<file path="src/mst_params.svh">
// timing counts, positions and step increments of the microstep translator
`ifndef MST_PARAMS_SVH
`define MST_PARAMS_SVH

`define MST_CLK_NS        50
`define MST_HOME_POS      6'h08
`define MST_INC_FULL      6'h10
`define MST_INC_HALF      6'h08
`define MST_INC_QUARTER   6'h04
`define MST_INC_SIXTEENTH 6'h01
`define MST_LEVEL_MAX     5'h10

`define MST_RT_KOHM       56
`define MST_CT_PF         680
`define MST_BLANK_FACTOR  1400
`define MST_BLANK_NS      ((`MST_BLANK_FACTOR * `MST_CT_PF) / 1000)
`define MST_BLANK_CYC     ((`MST_BLANK_NS + `MST_CLK_NS - 1) / `MST_CLK_NS)
`define MST_OFF_NS        (`MST_RT_KOHM * `MST_CT_PF)
`define MST_OFF_CYC       (`MST_OFF_NS / `MST_CLK_NS)

`define MST_OC_BLANK_NS   1500
`define MST_OC_BLANK_CYC  (`MST_OC_BLANK_NS / `MST_CLK_NS)
`define MST_OC_LATCH_NS   1600000
`define MST_OC_LATCH_CYC  (`MST_OC_LATCH_NS / `MST_CLK_NS)

`endif

</file>
<file path="src/mst_translator_x.sv">
// holds no logic; kept empty on purpose

</file>
<file path="src/mst_pkg.sv">
// types shared by the microstep translator and its phase regulators
package mst_pkg;
  typedef enum logic [1:0] {
    DECAY_SLOW  = 2'h0,
    DECAY_FAST  = 2'h1,
    DECAY_MIXED = 2'h2
  } mst_decay_t;

  typedef enum logic [3:0] {
    PH_OFF  = 4'h1,
    PH_ON   = 4'h2,
    PH_FAST = 4'h4,
    PH_SLOW = 4'h8
  } mst_phase_state_t;
endpackage

</file>
<file path="src/mst_sync2.sv">
// two-flop synchroniser for a vector of unrelated pin levels
`timescale 1ns/1ps
module mst_sync2 #(
  parameter int W = 1
) (
  input  wire logic         clk,
  input  wire logic         rst,
  input  wire logic [W-1:0] d,
  output logic      [W-1:0] q
);
  logic [W-1:0] meta_r;

  always_ff @(posedge clk) begin
    if (rst) begin
      meta_r <= '0;
      q      <= '0;
    end else begin
      meta_r <= d;
      q      <= meta_r;
    end
  end
endmodule

</file>
<file path="src/mst_phase_reg.sv">
// fixed off-time pwm regulator of one full bridge with blanking and mixed decay
`timescale 1ns/1ps
`include "mst_params.svh"
module mst_phase_reg import mst_pkg::*; (
  input  wire logic       clk,
  input  wire logic       rst,
  input  wire logic       enable,
  input  mst_decay_t      decay,
  input  wire logic       trip,
  input  wire logic       node_at_pfd,
  input  wire logic       cur_zero,
  input  wire logic       assist_off,
  output logic            src_on_r,
  output logic            snk_on_r,
  output logic            recirc_on_r
);
  mst_phase_state_t state_r, state_nxt;
  logic [4:0]       blank_r;
  logic [9:0]       off_r;
  logic             trip_seen;

  // trip only counts once the switching transient has died away
  assign trip_seen = trip && (blank_r == 5'h00);

  always_comb begin
    state_nxt = state_r;
    case (state_r)
      PH_OFF:  if (enable) state_nxt = PH_ON;
      PH_ON:   if (trip_seen) state_nxt = (decay == DECAY_SLOW) ? PH_SLOW : PH_FAST;
      PH_FAST: begin
        if (off_r == 10'h000) state_nxt = PH_ON;
        else if (decay == DECAY_MIXED && node_at_pfd) state_nxt = PH_SLOW;
      end
      PH_SLOW: if (off_r == 10'h000) state_nxt = PH_ON;
      default: state_nxt = PH_OFF;
    endcase
    if (!enable) state_nxt = PH_OFF;
  end

  always_ff @(posedge clk) begin
    if (rst) state_r <= PH_OFF;
    else     state_r <= state_nxt;
  end

  always_ff @(posedge clk) begin
    if (rst) blank_r <= 5'h00;
    else if (state_nxt != state_r) blank_r <= 5'(`MST_BLANK_CYC) - 5'h01;
    else if (blank_r != 5'h00) blank_r <= blank_r - 5'h01;
  end

  always_ff @(posedge clk) begin
    if (rst) off_r <= 10'h000;
    else if (state_r == PH_ON && state_nxt != PH_ON) off_r <= 10'(`MST_OFF_CYC) - 10'h001;
    else if (off_r != 10'h000) off_r <= off_r - 10'h001;
  end

  // slow decay keeps the sink on; fast decay drops both sides
  always_ff @(posedge clk) begin
    if (rst) begin
      src_on_r    <= 1'b0;
      snk_on_r    <= 1'b0;
      recirc_on_r <= 1'b0;
    end else begin
      src_on_r    <= (state_nxt == PH_ON);
      snk_on_r    <= (state_nxt == PH_ON) || (state_nxt == PH_SLOW);
      recirc_on_r <= (state_nxt == PH_FAST || state_nxt == PH_SLOW) && !assist_off && !cur_zero;
    end
  end
endmodule

</file>
<file path="src/mst_translator.sv">
// step/direction translator with decay selection, protection and two phase regulators
`timescale 1ns/1ps
`include "mst_params.svh"
// Contract
// - reset homes position, decay mixed both phases
// - each step rising edge outside clear, lockout, wake and sleep moves one increment
// - select pins choose full/half/quarter/sixteenth
// - resolution sampled only at step edge
// - direction level picks forward or backward
// - rising or equal level uses slow decay
// - falling level uses selected decay mode
// - decay select decodes slow, fast, mixed
// - trip clears latch, drivers off per mode
// - off-time one-shot then diagonal re-enabled
// - comparator ignored during blanking after switching
// - mixed: fast until node reaches level
// - clear holds home, outputs off, steps ignored
// - origin indicator low only at home
// - recirculation assist unless disabled, stops at zero
// - enable gates outputs, translator still steps
// - sleep disables; wake edge returns home
// - temperature or supply faults disable outputs
// - supply lockout disables drivers, homes translator
// - sustained overcurrent latches outputs off 1.6 ms
// - overcurrent blanked for 1.5 us first
// - home is 45 degrees, both positive
module mst_translator import mst_pkg::*; #(
  parameter int OC_LATCH_CYC = `MST_OC_LATCH_CYC
) (
  input  wire logic       CLK,
  input  wire logic       RST,
  input  wire logic       STEP,
  input  wire logic       DIR,
  input  wire logic       RESOLUTION_SEL_LO,
  input  wire logic       RESOLUTION_SEL_HI,
  input  wire logic       DECAY_SEL_ABOVE_HI,
  input  wire logic       DECAY_SEL_BELOW_LO,
  input  wire logic       TRANSLATOR_CLEAR_N,
  input  wire logic       OUTPUTS_ON_N,
  input  wire logic       LOW_POWER_N,
  input  wire logic       RECIRC_ASSIST_OFF,
  input  wire logic       THERMAL_FAULT,
  input  wire logic       GATE_PUMP_SUPPLY_LOW,
  input  wire logic       SINK_GATE_SUPPLY_LOW,
  input  wire logic       SUPPLY_LOW_LOCKOUT,
  input  wire logic       OVERCURRENT_SENSE,
  input  wire logic       P1_TRIP,
  input  wire logic       P2_TRIP,
  input  wire logic       P1_TIMING_NODE_AT_PFD,
  input  wire logic       P2_TIMING_NODE_AT_PFD,
  input  wire logic       P1_CURRENT_ZERO,
  input  wire logic       P2_CURRENT_ZERO,
  output logic            AT_ORIGIN_N,
  output logic [4:0]      P1_LEVEL,
  output logic            P1_POSITIVE,
  output logic [4:0]      P2_LEVEL,
  output logic            P2_POSITIVE,
  output mst_decay_t      P1_DECAY,
  output mst_decay_t      P2_DECAY,
  output logic            P1_SOURCE_ON,
  output logic            P1_SINK_ON,
  output logic            P1_RECIRC_ON,
  output logic            P2_SOURCE_ON,
  output logic            P2_SINK_ON,
  output logic            P2_RECIRC_ON,
  output logic            OVERCURRENT_GUARD,
  output logic            DRIVERS_ENABLED
);
  localparam int SW = 21;

  logic [SW-1:0] raw;
  logic [SW-1:0] syn;
  logic          step_s, dir_s, sel_lo_s, sel_hi_s, above_hi_s, below_lo_s;
  logic          clear_n_s, out_on_n_s, low_power_n_s, assist_off_s;
  logic          thermal_s, pump_low_s, sink_low_s, lockout_s, oc_s;
  logic          p1_trip_s, p2_trip_s, p1_node_s, p2_node_s, p1_zero_s, p2_zero_s;

  logic          step_d_r;
  logic          low_power_d_r;
  logic          step_rise;
  logic          wake_rise;
  logic          home_force;
  logic          step_take;
  logic [5:0]    inc;
  logic [5:0]    pos_r, pos_nxt;
  logic [4:0]    p1_lvl_nxt, p2_lvl_nxt;
  mst_decay_t    pfd_mode;
  logic          drv_en_nxt;
  logic [4:0]    oc_cnt_r;
  logic [15:0]   oc_left_r;

  assign raw = {STEP, DIR, RESOLUTION_SEL_LO, RESOLUTION_SEL_HI, DECAY_SEL_ABOVE_HI, DECAY_SEL_BELOW_LO,
                TRANSLATOR_CLEAR_N, OUTPUTS_ON_N, LOW_POWER_N, RECIRC_ASSIST_OFF, THERMAL_FAULT,
                GATE_PUMP_SUPPLY_LOW, SINK_GATE_SUPPLY_LOW, SUPPLY_LOW_LOCKOUT, OVERCURRENT_SENSE,
                P1_TRIP, P2_TRIP, P1_TIMING_NODE_AT_PFD, P2_TIMING_NODE_AT_PFD, P1_CURRENT_ZERO,
                P2_CURRENT_ZERO};

  mst_sync2 #(.W(SW)) u_sync (
    .clk (CLK),
    .rst (RST),
    .d   (raw),
    .q   (syn)
  );

  assign {step_s, dir_s, sel_lo_s, sel_hi_s, above_hi_s, below_lo_s,
          clear_n_s, out_on_n_s, low_power_n_s, assist_off_s, thermal_s,
          pump_low_s, sink_low_s, lockout_s, oc_s,
          p1_trip_s, p2_trip_s, p1_node_s, p2_node_s, p1_zero_s, p2_zero_s} = syn;

  always_ff @(posedge CLK) begin
    if (RST) begin
      step_d_r      <= 1'b0;
      low_power_d_r <= 1'b0;
    end else begin
      step_d_r      <= step_s;
      low_power_d_r <= low_power_n_s;
    end
  end

  assign step_rise  = step_s && !step_d_r;
  assign wake_rise  = low_power_n_s && !low_power_d_r;
  assign home_force = !clear_n_s || lockout_s || wake_rise;
  // a sleeping translator has no supply, so steps then are dropped too
  assign step_take  = step_rise && !home_force && low_power_n_s;

  // resolution pins are looked at only when a step is taken
  always_comb begin
    case ({sel_hi_s, sel_lo_s})
      2'b00:   inc = `MST_INC_FULL;
      2'b01:   inc = `MST_INC_HALF;
      2'b10:   inc = `MST_INC_QUARTER;
      2'b11:   inc = `MST_INC_SIXTEENTH;
      default: inc = `MST_INC_FULL;
    endcase
  end

  // six-bit index wraps modulo 64 for free
  always_comb begin
    pos_nxt = pos_r;
    if (home_force)     pos_nxt = `MST_HOME_POS;
    else if (step_take) pos_nxt = dir_s ? pos_r + inc : pos_r - inc;
  end

  function automatic logic [4:0] cos_lvl(input logic [5:0] p);
    logic [4:0] r;
    r = {1'b0, p[3:0]};
    cos_lvl = p[4] ? r : `MST_LEVEL_MAX - r;
  endfunction

  function automatic logic [4:0] sin_lvl(input logic [5:0] p);
    logic [4:0] r;
    r = {1'b0, p[3:0]};
    sin_lvl = p[4] ? `MST_LEVEL_MAX - r : r;
  endfunction

  assign p1_lvl_nxt = cos_lvl(pos_nxt);
  assign p2_lvl_nxt = sin_lvl(pos_nxt);

  // the analog comparators already split the decay-select level at its two thresholds
  always_comb begin
    if (above_hi_s)      pfd_mode = DECAY_SLOW;
    else if (below_lo_s) pfd_mode = DECAY_FAST;
    else                 pfd_mode = DECAY_MIXED;
  end

  always_ff @(posedge CLK) begin
    if (RST) begin
      pos_r       <= `MST_HOME_POS;
      AT_ORIGIN_N <= 1'b0;
      P1_LEVEL    <= `MST_LEVEL_MAX >> 1;
      P2_LEVEL    <= `MST_LEVEL_MAX >> 1;
      P1_POSITIVE <= 1'b1;
      P2_POSITIVE <= 1'b1;
    end else begin
      pos_r       <= pos_nxt;
      AT_ORIGIN_N <= (pos_nxt != `MST_HOME_POS);
      P1_LEVEL    <= p1_lvl_nxt;
      P2_LEVEL    <= p2_lvl_nxt;
      P1_POSITIVE <= (pos_nxt[5] == pos_nxt[4]);
      P2_POSITIVE <= !pos_nxt[5];
    end
  end

  always_ff @(posedge CLK) begin
    if (RST) begin
      P1_DECAY <= DECAY_MIXED;
      P2_DECAY <= DECAY_MIXED;
    end else if (home_force) begin
      P1_DECAY <= DECAY_MIXED;
      P2_DECAY <= DECAY_MIXED;
    end else if (step_take) begin
      P1_DECAY <= (p1_lvl_nxt >= P1_LEVEL) ? DECAY_SLOW : pfd_mode;
      P2_DECAY <= (p2_lvl_nxt >= P2_LEVEL) ? DECAY_SLOW : pfd_mode;
    end
  end

  // counts consecutive over-threshold cycles; one clean cycle restarts the blank
  always_ff @(posedge CLK) begin
    if (RST) oc_cnt_r <= 5'h00;
    else if (!oc_s || OVERCURRENT_GUARD) oc_cnt_r <= 5'h00;
    else if (oc_cnt_r != 5'(`MST_OC_BLANK_CYC)) oc_cnt_r <= oc_cnt_r + 5'h01;
  end

  always_ff @(posedge CLK) begin
    if (RST) begin
      OVERCURRENT_GUARD <= 1'b0;
      oc_left_r         <= 16'h0000;
    end else if (!OVERCURRENT_GUARD && oc_s && oc_cnt_r == 5'(`MST_OC_BLANK_CYC)) begin
      OVERCURRENT_GUARD <= 1'b1;
      oc_left_r         <= 16'(OC_LATCH_CYC - 1);
    end else if (OVERCURRENT_GUARD) begin
      if (oc_left_r == 16'h0000) OVERCURRENT_GUARD <= 1'b0;
      else oc_left_r <= oc_left_r - 16'h0001;
    end
  end

  assign drv_en_nxt = !out_on_n_s && low_power_n_s && clear_n_s && !thermal_s && !pump_low_s
                      && !sink_low_s && !lockout_s && !OVERCURRENT_GUARD;

  always_ff @(posedge CLK) begin
    if (RST) DRIVERS_ENABLED <= 1'b0;
    else     DRIVERS_ENABLED <= drv_en_nxt;
  end

  mst_phase_reg u_phase1 (
    .clk         (CLK),
    .rst         (RST),
    .enable      (DRIVERS_ENABLED),
    .decay       (P1_DECAY),
    .trip        (p1_trip_s),
    .node_at_pfd (p1_node_s),
    .cur_zero    (p1_zero_s),
    .assist_off  (assist_off_s),
    .src_on_r    (P1_SOURCE_ON),
    .snk_on_r    (P1_SINK_ON),
    .recirc_on_r (P1_RECIRC_ON)
  );

  mst_phase_reg u_phase2 (
    .clk         (CLK),
    .rst         (RST),
    .enable      (DRIVERS_ENABLED),
    .decay       (P2_DECAY),
    .trip        (p2_trip_s),
    .node_at_pfd (p2_node_s),
    .cur_zero    (p2_zero_s),
    .assist_off  (assist_off_s),
    .src_on_r    (P2_SOURCE_ON),
    .snk_on_r    (P2_SINK_ON),
    .recirc_on_r (P2_RECIRC_ON)
  );
endmodule

</file>
<file path="config.mk">
export PLATFORM = sky130hd
export DESIGN_NAME = mst_translator
export DESIGN_NICKNAME = d
export VERILOG_FILES = /design/src/mst_translator_x.sv /design/src/mst_pkg.sv /design/src/mst_sync2.sv /design/src/mst_phase_reg.sv /design/src/mst_translator.sv
export VERILOG_INCLUDE_DIRS = /design/src
export SDC_FILE = /design/constraint.sdc
export NUM_CORES = 1
export LEC_CHECK = 0
export BUFFER_PORTS_ARGS = -buffer_cell sky130_fd_sc_hd__buf_2
export CAP_MARGIN = 20
export CORE_MARGIN = 2
export CORE_UTILIZATION = 60
export CTS_CLUSTER_SIZE = 24
export DETAILED_ROUTE_END_ITERATION = 8
export PLACE_DENSITY = 0.8
export SLEW_MARGIN = 20
export SYNTH_ARGS = -nofsm -noshare
export SYNTH_HDL_FRONTEND = slang
export SYNTH_SLANG_ARGS = --single-unit
</file>
<file path="constraint.sdc">
create_clock -name CLK -period 4.1 [get_ports CLK]
set_input_delay 0.41 -clock CLK [delete_from_list [all_inputs] [get_ports CLK]]
set_output_delay 0.41 -clock CLK [all_outputs]
set_load 0.005 [all_outputs]
</file>
==> key figures, run 1 <==
Logic synthesis
  – Top cells by area, synth: dfxtp_1, nor2b_1, ha_1
  – Post-synth ARST share: 0
  – Synth Cell Area: 0.00593 mm^2
  – Number of flops mapped to enable cells by yosys: 0
  – Mapped Cells: 626
  – Synth cell types: 73
  – Mapped Avg Cell Area: 9.47 um^2
  – Leading area contributor after synthesis: dfxtp_1
  – Yosys top cell area share: 0.446
  – Synth warnings: 0
  – Syn_nets: 674
  – Register area share after synthesis: 0.446
  – Top FF cell, synth: dfxtp_1
  – FF+latch count, synth: 132

Placement
  – Final GP Congestion: 0.821
  – Placed cells: 782
  – HPWL after DPL: 8.28 mm
  – Port Buf Inserts: 47
  – Placed cell area: 0.00618 mm^2

Routing
  – Via density: 5.65
  – Via count: 4,600
  – Initial drt markers: 202
  – DRC errors left: 0
  – Avg WL per Cell: 14.6 um
  – First-pass iteration count of the detailed router: 5
  – DRT Wirelength: 11.9 mm
  – Final ANT Viol Nets: 0

Clock tree
  – Num CTS Buffers: 17
  – Setup Fix Bufs, Post-CTS: 0
  – CTS tree: done
  – PostCTS Resize Cnt: 0
  – Clk pin slew, worst setup/hold paths: 0.06 ns
  – Hold-fix buffers, CTS: 0
  – H-tree depth: 4
  – Clk Latency, worst-skew pair: 0.52 ns
  – CTS sink count: 132
  – Clock tree buffer depth: 2
  – Root Buffer: clkbuf_8

Timing
  – Setup TNS: 0 ns
  – FMAX: 267 MHz
  – RSZ-0062 raised after global routing: no
  – Min Tclk post-route: 3.74 ns
  – Final setup fails: 0
  – Final Hold Viols: 0
  – Least-Margin Pin Slew: 0.864 ns
  – Pins Over Slew Limit: 0
  – Final setup skew: 0.00676 ns
  – Final period utilization: 0.913
  – Slew margin rel.: 0.420

Worst setup path
  – Worst R2R Path Depth: 15
  – Crit-path max cell delay: 0.40 ns
  – Crit path to: P2_DECAY[1]
  – WP buf/inv: 1
  – FF-to-FF setup slack: 0.36 ns
  – CP Capture Type: flip-flop
  – CP arrival: 4.20 ns
  – Cell family contributing the most delay on the critical path: compound AO/OA/AOI/OAI gates
  – Crit path launch: u_sync.q[17]
  – Slowest cell on crit path: fa_1
  – Most frequent cell on the critical path: a21o_1
  – WP depth: 15
  – Worst flop-to-flop path endpoint: P2_DECAY[1]
  – Critical path class: flip-flop to flip-flop
  – Critical path cell sequence: and2_1 > ha_1 > fa_1 > a21o_1 > a21oi_1 > mux2i_1 > nand2_1 > clkinv_1 > mux2_2 > ha_1 > a21o_1 > a21o_1 > a21o_1 > a21oi_1 > a221o_1
  – Reg2reg start: u_sync.q[17]
  – Critical Path RT: 4.56 ns
  – Crit Path Max Fanout: 8
  – Startpoint Class: flip-flop

Global routing
  – Largest net degree at the start of global routing: 57
  – First-pass GRT wire length: 19.5 mm
  – Vias in the first global route: 4,312
  – Initial antenna violation count: 0
  – Congestion Overflow GR: 0
  – Met3 Use GR: 0.0719
  – GR Layer Usage met2: 0.389
  – Global route hottest layer: met2
  – Tot GR Track Use: 0.234
  – Global routing usage on met1: 0.284

Power
  – Power Dens Cells: 545 mW/mm^2
  – Pwr Total: 3660 uW
  – Static leakage: 0.00269 uW
  – Maximum vdd drop: 0.000423 V

Run status
  – Status: finished clean

Cells and area
  – Post-route non-filler standard cell count: 814
  – # diodes: 0
  – Area growth syn-to-layout: 13.4%
  – Layout cells sized above 1: 0.159
  – Design Area, Final: 0.00672 mm^2
  – Nets: 716

Job
  – Max Cap Viol: 0

Worst hold path
  – Tightest Hold Check Type: primary input to flip-flop

Die
  – Std-Cell Rows: 36
  – Die width: 103 um
  – Initial Utilization: 0.612
  – Num ports: 48
  – Die Footprint: 0.0107 mm^2
  – Core Region: 0.00968 mm^2
  – Die Y: 103 um
## area by class of cell
cell class	count	area, um^2
inverter	31	116
sequential	132	2640
clock buffer	19	422
tap	133	166
multi-input combinational	438	3020
fill	734	2970
clock inverter	13	113
timing repair buffer	48	243
## worst register-to-register path: stages (launching register included)
cell,delay (ns)
dfxtp_1,0.33
and2_1,0.17
ha_1,0.21
fa_1,0.40
a21o_1,0.18
a21oi_1,0.17
mux2i_1,0.34
nand2_1,0.19
clkinv_1,0.18
mux2_2,0.37
ha_1,0.28
a21o_1,0.16
a21o_1,0.18
a21o_1,0.17
a21oi_1,0.18
a221o_1,0.17
## cells by family (layout without fill, tap and decap cells)
family,after synthesis,count (layout),synth area share
buf+inv,56,111,0.0462
flops,132,132,0.446
xor+xnor,43,43,0.0636
compound gates,113,113,0.125
simple gates,246,246,0.246
fa+ha+maj,25,25,0.0541
mux,11,11,0.0196
## cell usage in the layout, fill, tap and decap left out, types with 6 or more instances in the layout
cell type / Yosys / layout
nand2_1: 31 / 31
ha_1: 24 / 24
inv_1: 30 / 30
xor2_1: 21 / 21
and2_1: 10 / 10
a21o_1: 9 / 9
dfxtp_1: 132 / 132
a21oi_1: 47 / 47
and3_1: 6 / 6
mux2i_1: 6 / 6
nor2_1: 39 / 39
buf_2: 1 / 47
clkbuf_16: 0 / 16
nor2b_1: 50 / 50
or3_1: 6 / 6
nor3_1: 24 / 24
xnor2_1: 22 / 22
nor4_1: 8 / 8
nand3_1: 12 / 12
nand2b_1: 7 / 7
nor4b_1: 7 / 7
o21ai_0: 16 / 16
## report_power, final
| group | internal (uW) | switching [uW] |
|---|---|---|
| Sequential | 1410 | 106 |
| Combinational | 376 | 416 |
| Clock | 799 | 556 |
| Total | 2590 | 1080 |
## metrics by stage
step,utilization,worst slack (ns),hold slack [ns]
6_report,0.694,0.356,0.0974
5_1_grt,0.694,0.104,0.0808
4_1_cts,0.693,0.372,0.0805
3_5_place_dp,0.638,0.391,0.398
3_3_place_gp,0.638,0.500,0.381
2_1_floorplan,-,0.689,0.372
## layer usage
layer	vias up	part of all wire
li1	2273	-
met5	-	0
met4	0	0.014
met1	2172	0.44
met3	18	0.051
met2	137	0.49
## cells in the mapped netlist, types with 5 or more instances
library cell and count:
dfxtp_1 132, nor2b_1 50, a21oi_1 47, nor2_1 39, nand2_1 31, inv_1 30
ha_1 24, nor3_1 24, xnor2_1 22, xor2_1 21, o21ai_0 16, clkbuf_1 15
nand3_1 12, and2_1 10, a21o_1 9, nor4_1 8, nand2b_1 7, nor4b_1 7
and3_1 6, buf_6 6, mux2i_1 6, or3_1 6, mux2_2 5, nand3b_1 5
or2_2 5
## worst min-delay path by stage
stage	startpoint	to	slack (ns)	depth (start not counted)
6_report	TRANSLATOR_CLEAR_N	u_sync.meta_r[14]	0.1	2
5_1_grt	GATE_PUMP_SUPPLY_LOW	u_sync.meta_r[9]	0.08	2
4_1_cts	OVERCURRENT_SENSE	u_sync.meta_r[6]	0.08	2
3_5_place_dp	u_sync.q[8]	DRIVERS_ENABLED	0.40	1
3_3_place_gp	u_sync.q[8]	DRIVERS_ENABLED	0.38	1
2_1_floorplan	u_sync.q[10]	DRIVERS_ENABLED	0.37	1
## registers in the layout (all words and copies together), names as in the netlist, 2 cells and up
| register | cells |
|---|---|
| P2_DECAY | 2 |
| u_phase1.state_r | 4 |
| oc_left_r | 16 |
| u_sync.q | 21 |
| u_phase2.blank_r | 5 |
| u_phase2.state_r | 4 |
| u_sync.meta_r | 21 |
| P2_LEVEL | 4 |
| P1_DECAY | 2 |
| u_phase1.blank_r | 5 |
| P1_LEVEL | 5 |
| u_phase1.off_r | 10 |
| u_phase2.off_r | 10 |
| oc_cnt_r | 5 |
| pos_r | 5 |
Power figures use the tool's default switching activity.
==> inputs of run 2 (changes only) <==
BUFFER_PORTS_ARGS = not set   (was -buffer_cell sky130_fd_sc_hd__buf_2)
CORE_UTILIZATION = 63   (was 60)
DONT_BUFFER_PORTS = 1   (was not set)
PLACE_DENSITY = 0.79   (was 0.8)
==> key figures, run 2 (synthesized netlist as in run 1, its figures left out) <==
Timing
  – Pins Over Slew Limit: 0
  – FMAX: 267 MHz
  – Final Hold Viols: 0
  – Final setup skew: 0.00789 ns
  – Setup TNS: 0 ns
  – Least-Margin Pin Slew: 0.743 ns
  – Final setup fails: 0
  – Min Tclk post-route: 3.74 ns
  – Slew margin rel.: 0.501
  – RSZ-0062 raised after global routing: no
  – Final period utilization: 0.913
  – Hold WS: 0.0178 ns

Routing
  – Final ANT Viol Nets: 0
  – Via density: 5.77
  – Via count: 4,290
  – DRC errors left: 0
  – Avg WL per Cell: 15.3 um
  – First-pass iteration count of the detailed router: 8
  – DRT Wirelength: 11.4 mm
  – Initial drt markers: 180

Placement
  – Placed cell area: 0.00591 mm^2
  – Final GP Congestion: 0.864
  – HPWL after DPL: 7.41 mm
  – Port Buf Inserts: 0

Power
  – Pint: 2830 uW
  – Sw Pwr: 1020 uW
  – Sequential power share: 0.393
  – Clock network fraction of total power: 0.408
  – Combinational share of power: 0.199
  – Maximum vdd drop: 0.000368 V
  – Power Dens Cells: 586 mW/mm^2
  – Static leakage: 0.00254 uW
  – Switching share of power: 0.265

Worst setup path
  – Critical path class: flip-flop to flip-flop
  – Critical path cell sequence: and2_1 > ha_1 > fa_1 > a21o_1 > a21oi_1 > mux2i_1 > nand2_1 > clkinv_1 > mux2_2 > ha_1 > a21o_1 > a21o_1 > a21o_1 > a21oi_1 > a221o_1
  – Slowest cell on crit path: fa_1
  – Critical Path RT: 4.57 ns
  – CP arrival: 4.21 ns
  – Crit Path Max Fanout: 8
  – Startpoint Class: flip-flop
  – Crit-path max cell delay: 0.40 ns
  – CP Capture Type: flip-flop
  – Most frequent cell on the critical path: a21o_1

Global routing
  – Vias in the first global route: 4,221
  – Initial antenna violation count: 0
  – Tot GR Track Use: 0.247
  – Congestion Overflow GR: 0
  – First-pass GRT wire length: 19.7 mm
  – Largest net degree at the start of global routing: 88

Job
  – Max Cap Viol: 0

Cells and area
  – Area growth syn-to-layout: 10.8%
  – Storage cell area: 0.00264 mm^2
  – Design Area, Final: 0.00657 mm^2
  – # diodes: 0
  – Layout cells sized above 1: 0.0948
  – Most frequent cells in the layout: dfxtp_1, nor2b_1, a21oi_1
  – # fillers: 697
  – Commonest non-fill, non-tap cell in the layout: dfxtp_1
  – Area of the multi-input gates: 0.00302 mm^2
  – Nets: 669
  – Largest regs: u_sync.meta_r x21, u_sync.q x21, oc_left_r x16

Clock tree
  – Clk pin slew, worst setup/hold paths: 0.06 ns
  – Num CTS Buffers: 17
  – Clock tree buffer depth: 2
  – CTS sink count: 132
  – H-tree depth: 4
  – CTS tree: done
  – Root Buffer: clkbuf_8
  – Setup Fix Bufs, Post-CTS: 0
  – Clk Latency, worst-skew pair: 0.52 ns

Worst hold path
  – Tightest Hold Check Type: primary input to flip-flop

Die
  – Std-Cell Rows: 35
  – Die Y: 101 um
  – Initial Utilization: 0.644
  – Die width: 101 um
  – Num ports: 48
  – Core Region: 0.00920 mm^2
  – Die Footprint: 0.0102 mm^2

Run status
  – Status: finished clean
## run 2: critical path: cells and delay by family (launching register included)
kind            cells  cell delay [ns]
mux                 2             0.71
fa+ha+maj           3             0.88
flops               1             0.33
compound gates      7             1.21
buf+inv             1             0.20
simple gates        2             0.35
## run 2: layer usage
metal,track usage,wire (um),share of wire,up-vias
li1,-,-,-,2176
met1,0.304,5040,0.44,2018
met2,0.401,5550,0.49,79
met3,0.0770,566,0.050,17
met4,0.101,209,0.018,0
met5,0,0,0,-
## run 2: worst paths after layout
check	cells past startpoint	slack, ns	endpoint	startpoint
min reg2reg	1	0.39	DRIVERS_ENABLED	u_sync.q[10]
min	1	0.02	u_sync.meta_r[3]	P1_TIMING_NODE_AT_PFD
max reg2reg	15	0.36	P2_DECAY[1]	u_sync.q[17]
max	15	0.36	P2_DECAY[1]	u_sync.q[17]
## run 2: power by group through the flow
stage          sequential (uW)  combinational (uW)  clock, uW
2_1_floorplan             1520                 660          0
3_3_place_gp              1530                 713          0
3_5_place_dp              1540                 747          0
4_1_cts                   1510                 769       1590
5_1_grt                   1530                 867       1660
6_report                  1510                 764       1570
## run 2: area by class of cell
cell class,instances,share of cell area
sequential,132,0.403
timing repair buffer,1,0.00419
tap,111,0.0212
clock inverter,8,0.0223
inverter,31,0.0177
multi-input combinational,438,0.459
clock buffer,23,0.0726
## run 2: timing repair
action	CTS	global route
hold endpoints to repair	87	0
hold buffers	1	0
gates resized for setup	0	0
endpoints found under the setup margin	0	0
## run 2: metrics by stage
stage	power, uW	std cells	util	setup WS (ns)
after floorplan	2180	626	-	0.689
after global placement	2240	712	0.642	0.506
after detailed placement	2280	712	0.642	0.459
after CTS	3870	744	0.713	0.365
after global routing	4060	744	0.714	0.117
final	3850	744	0.714	0.357
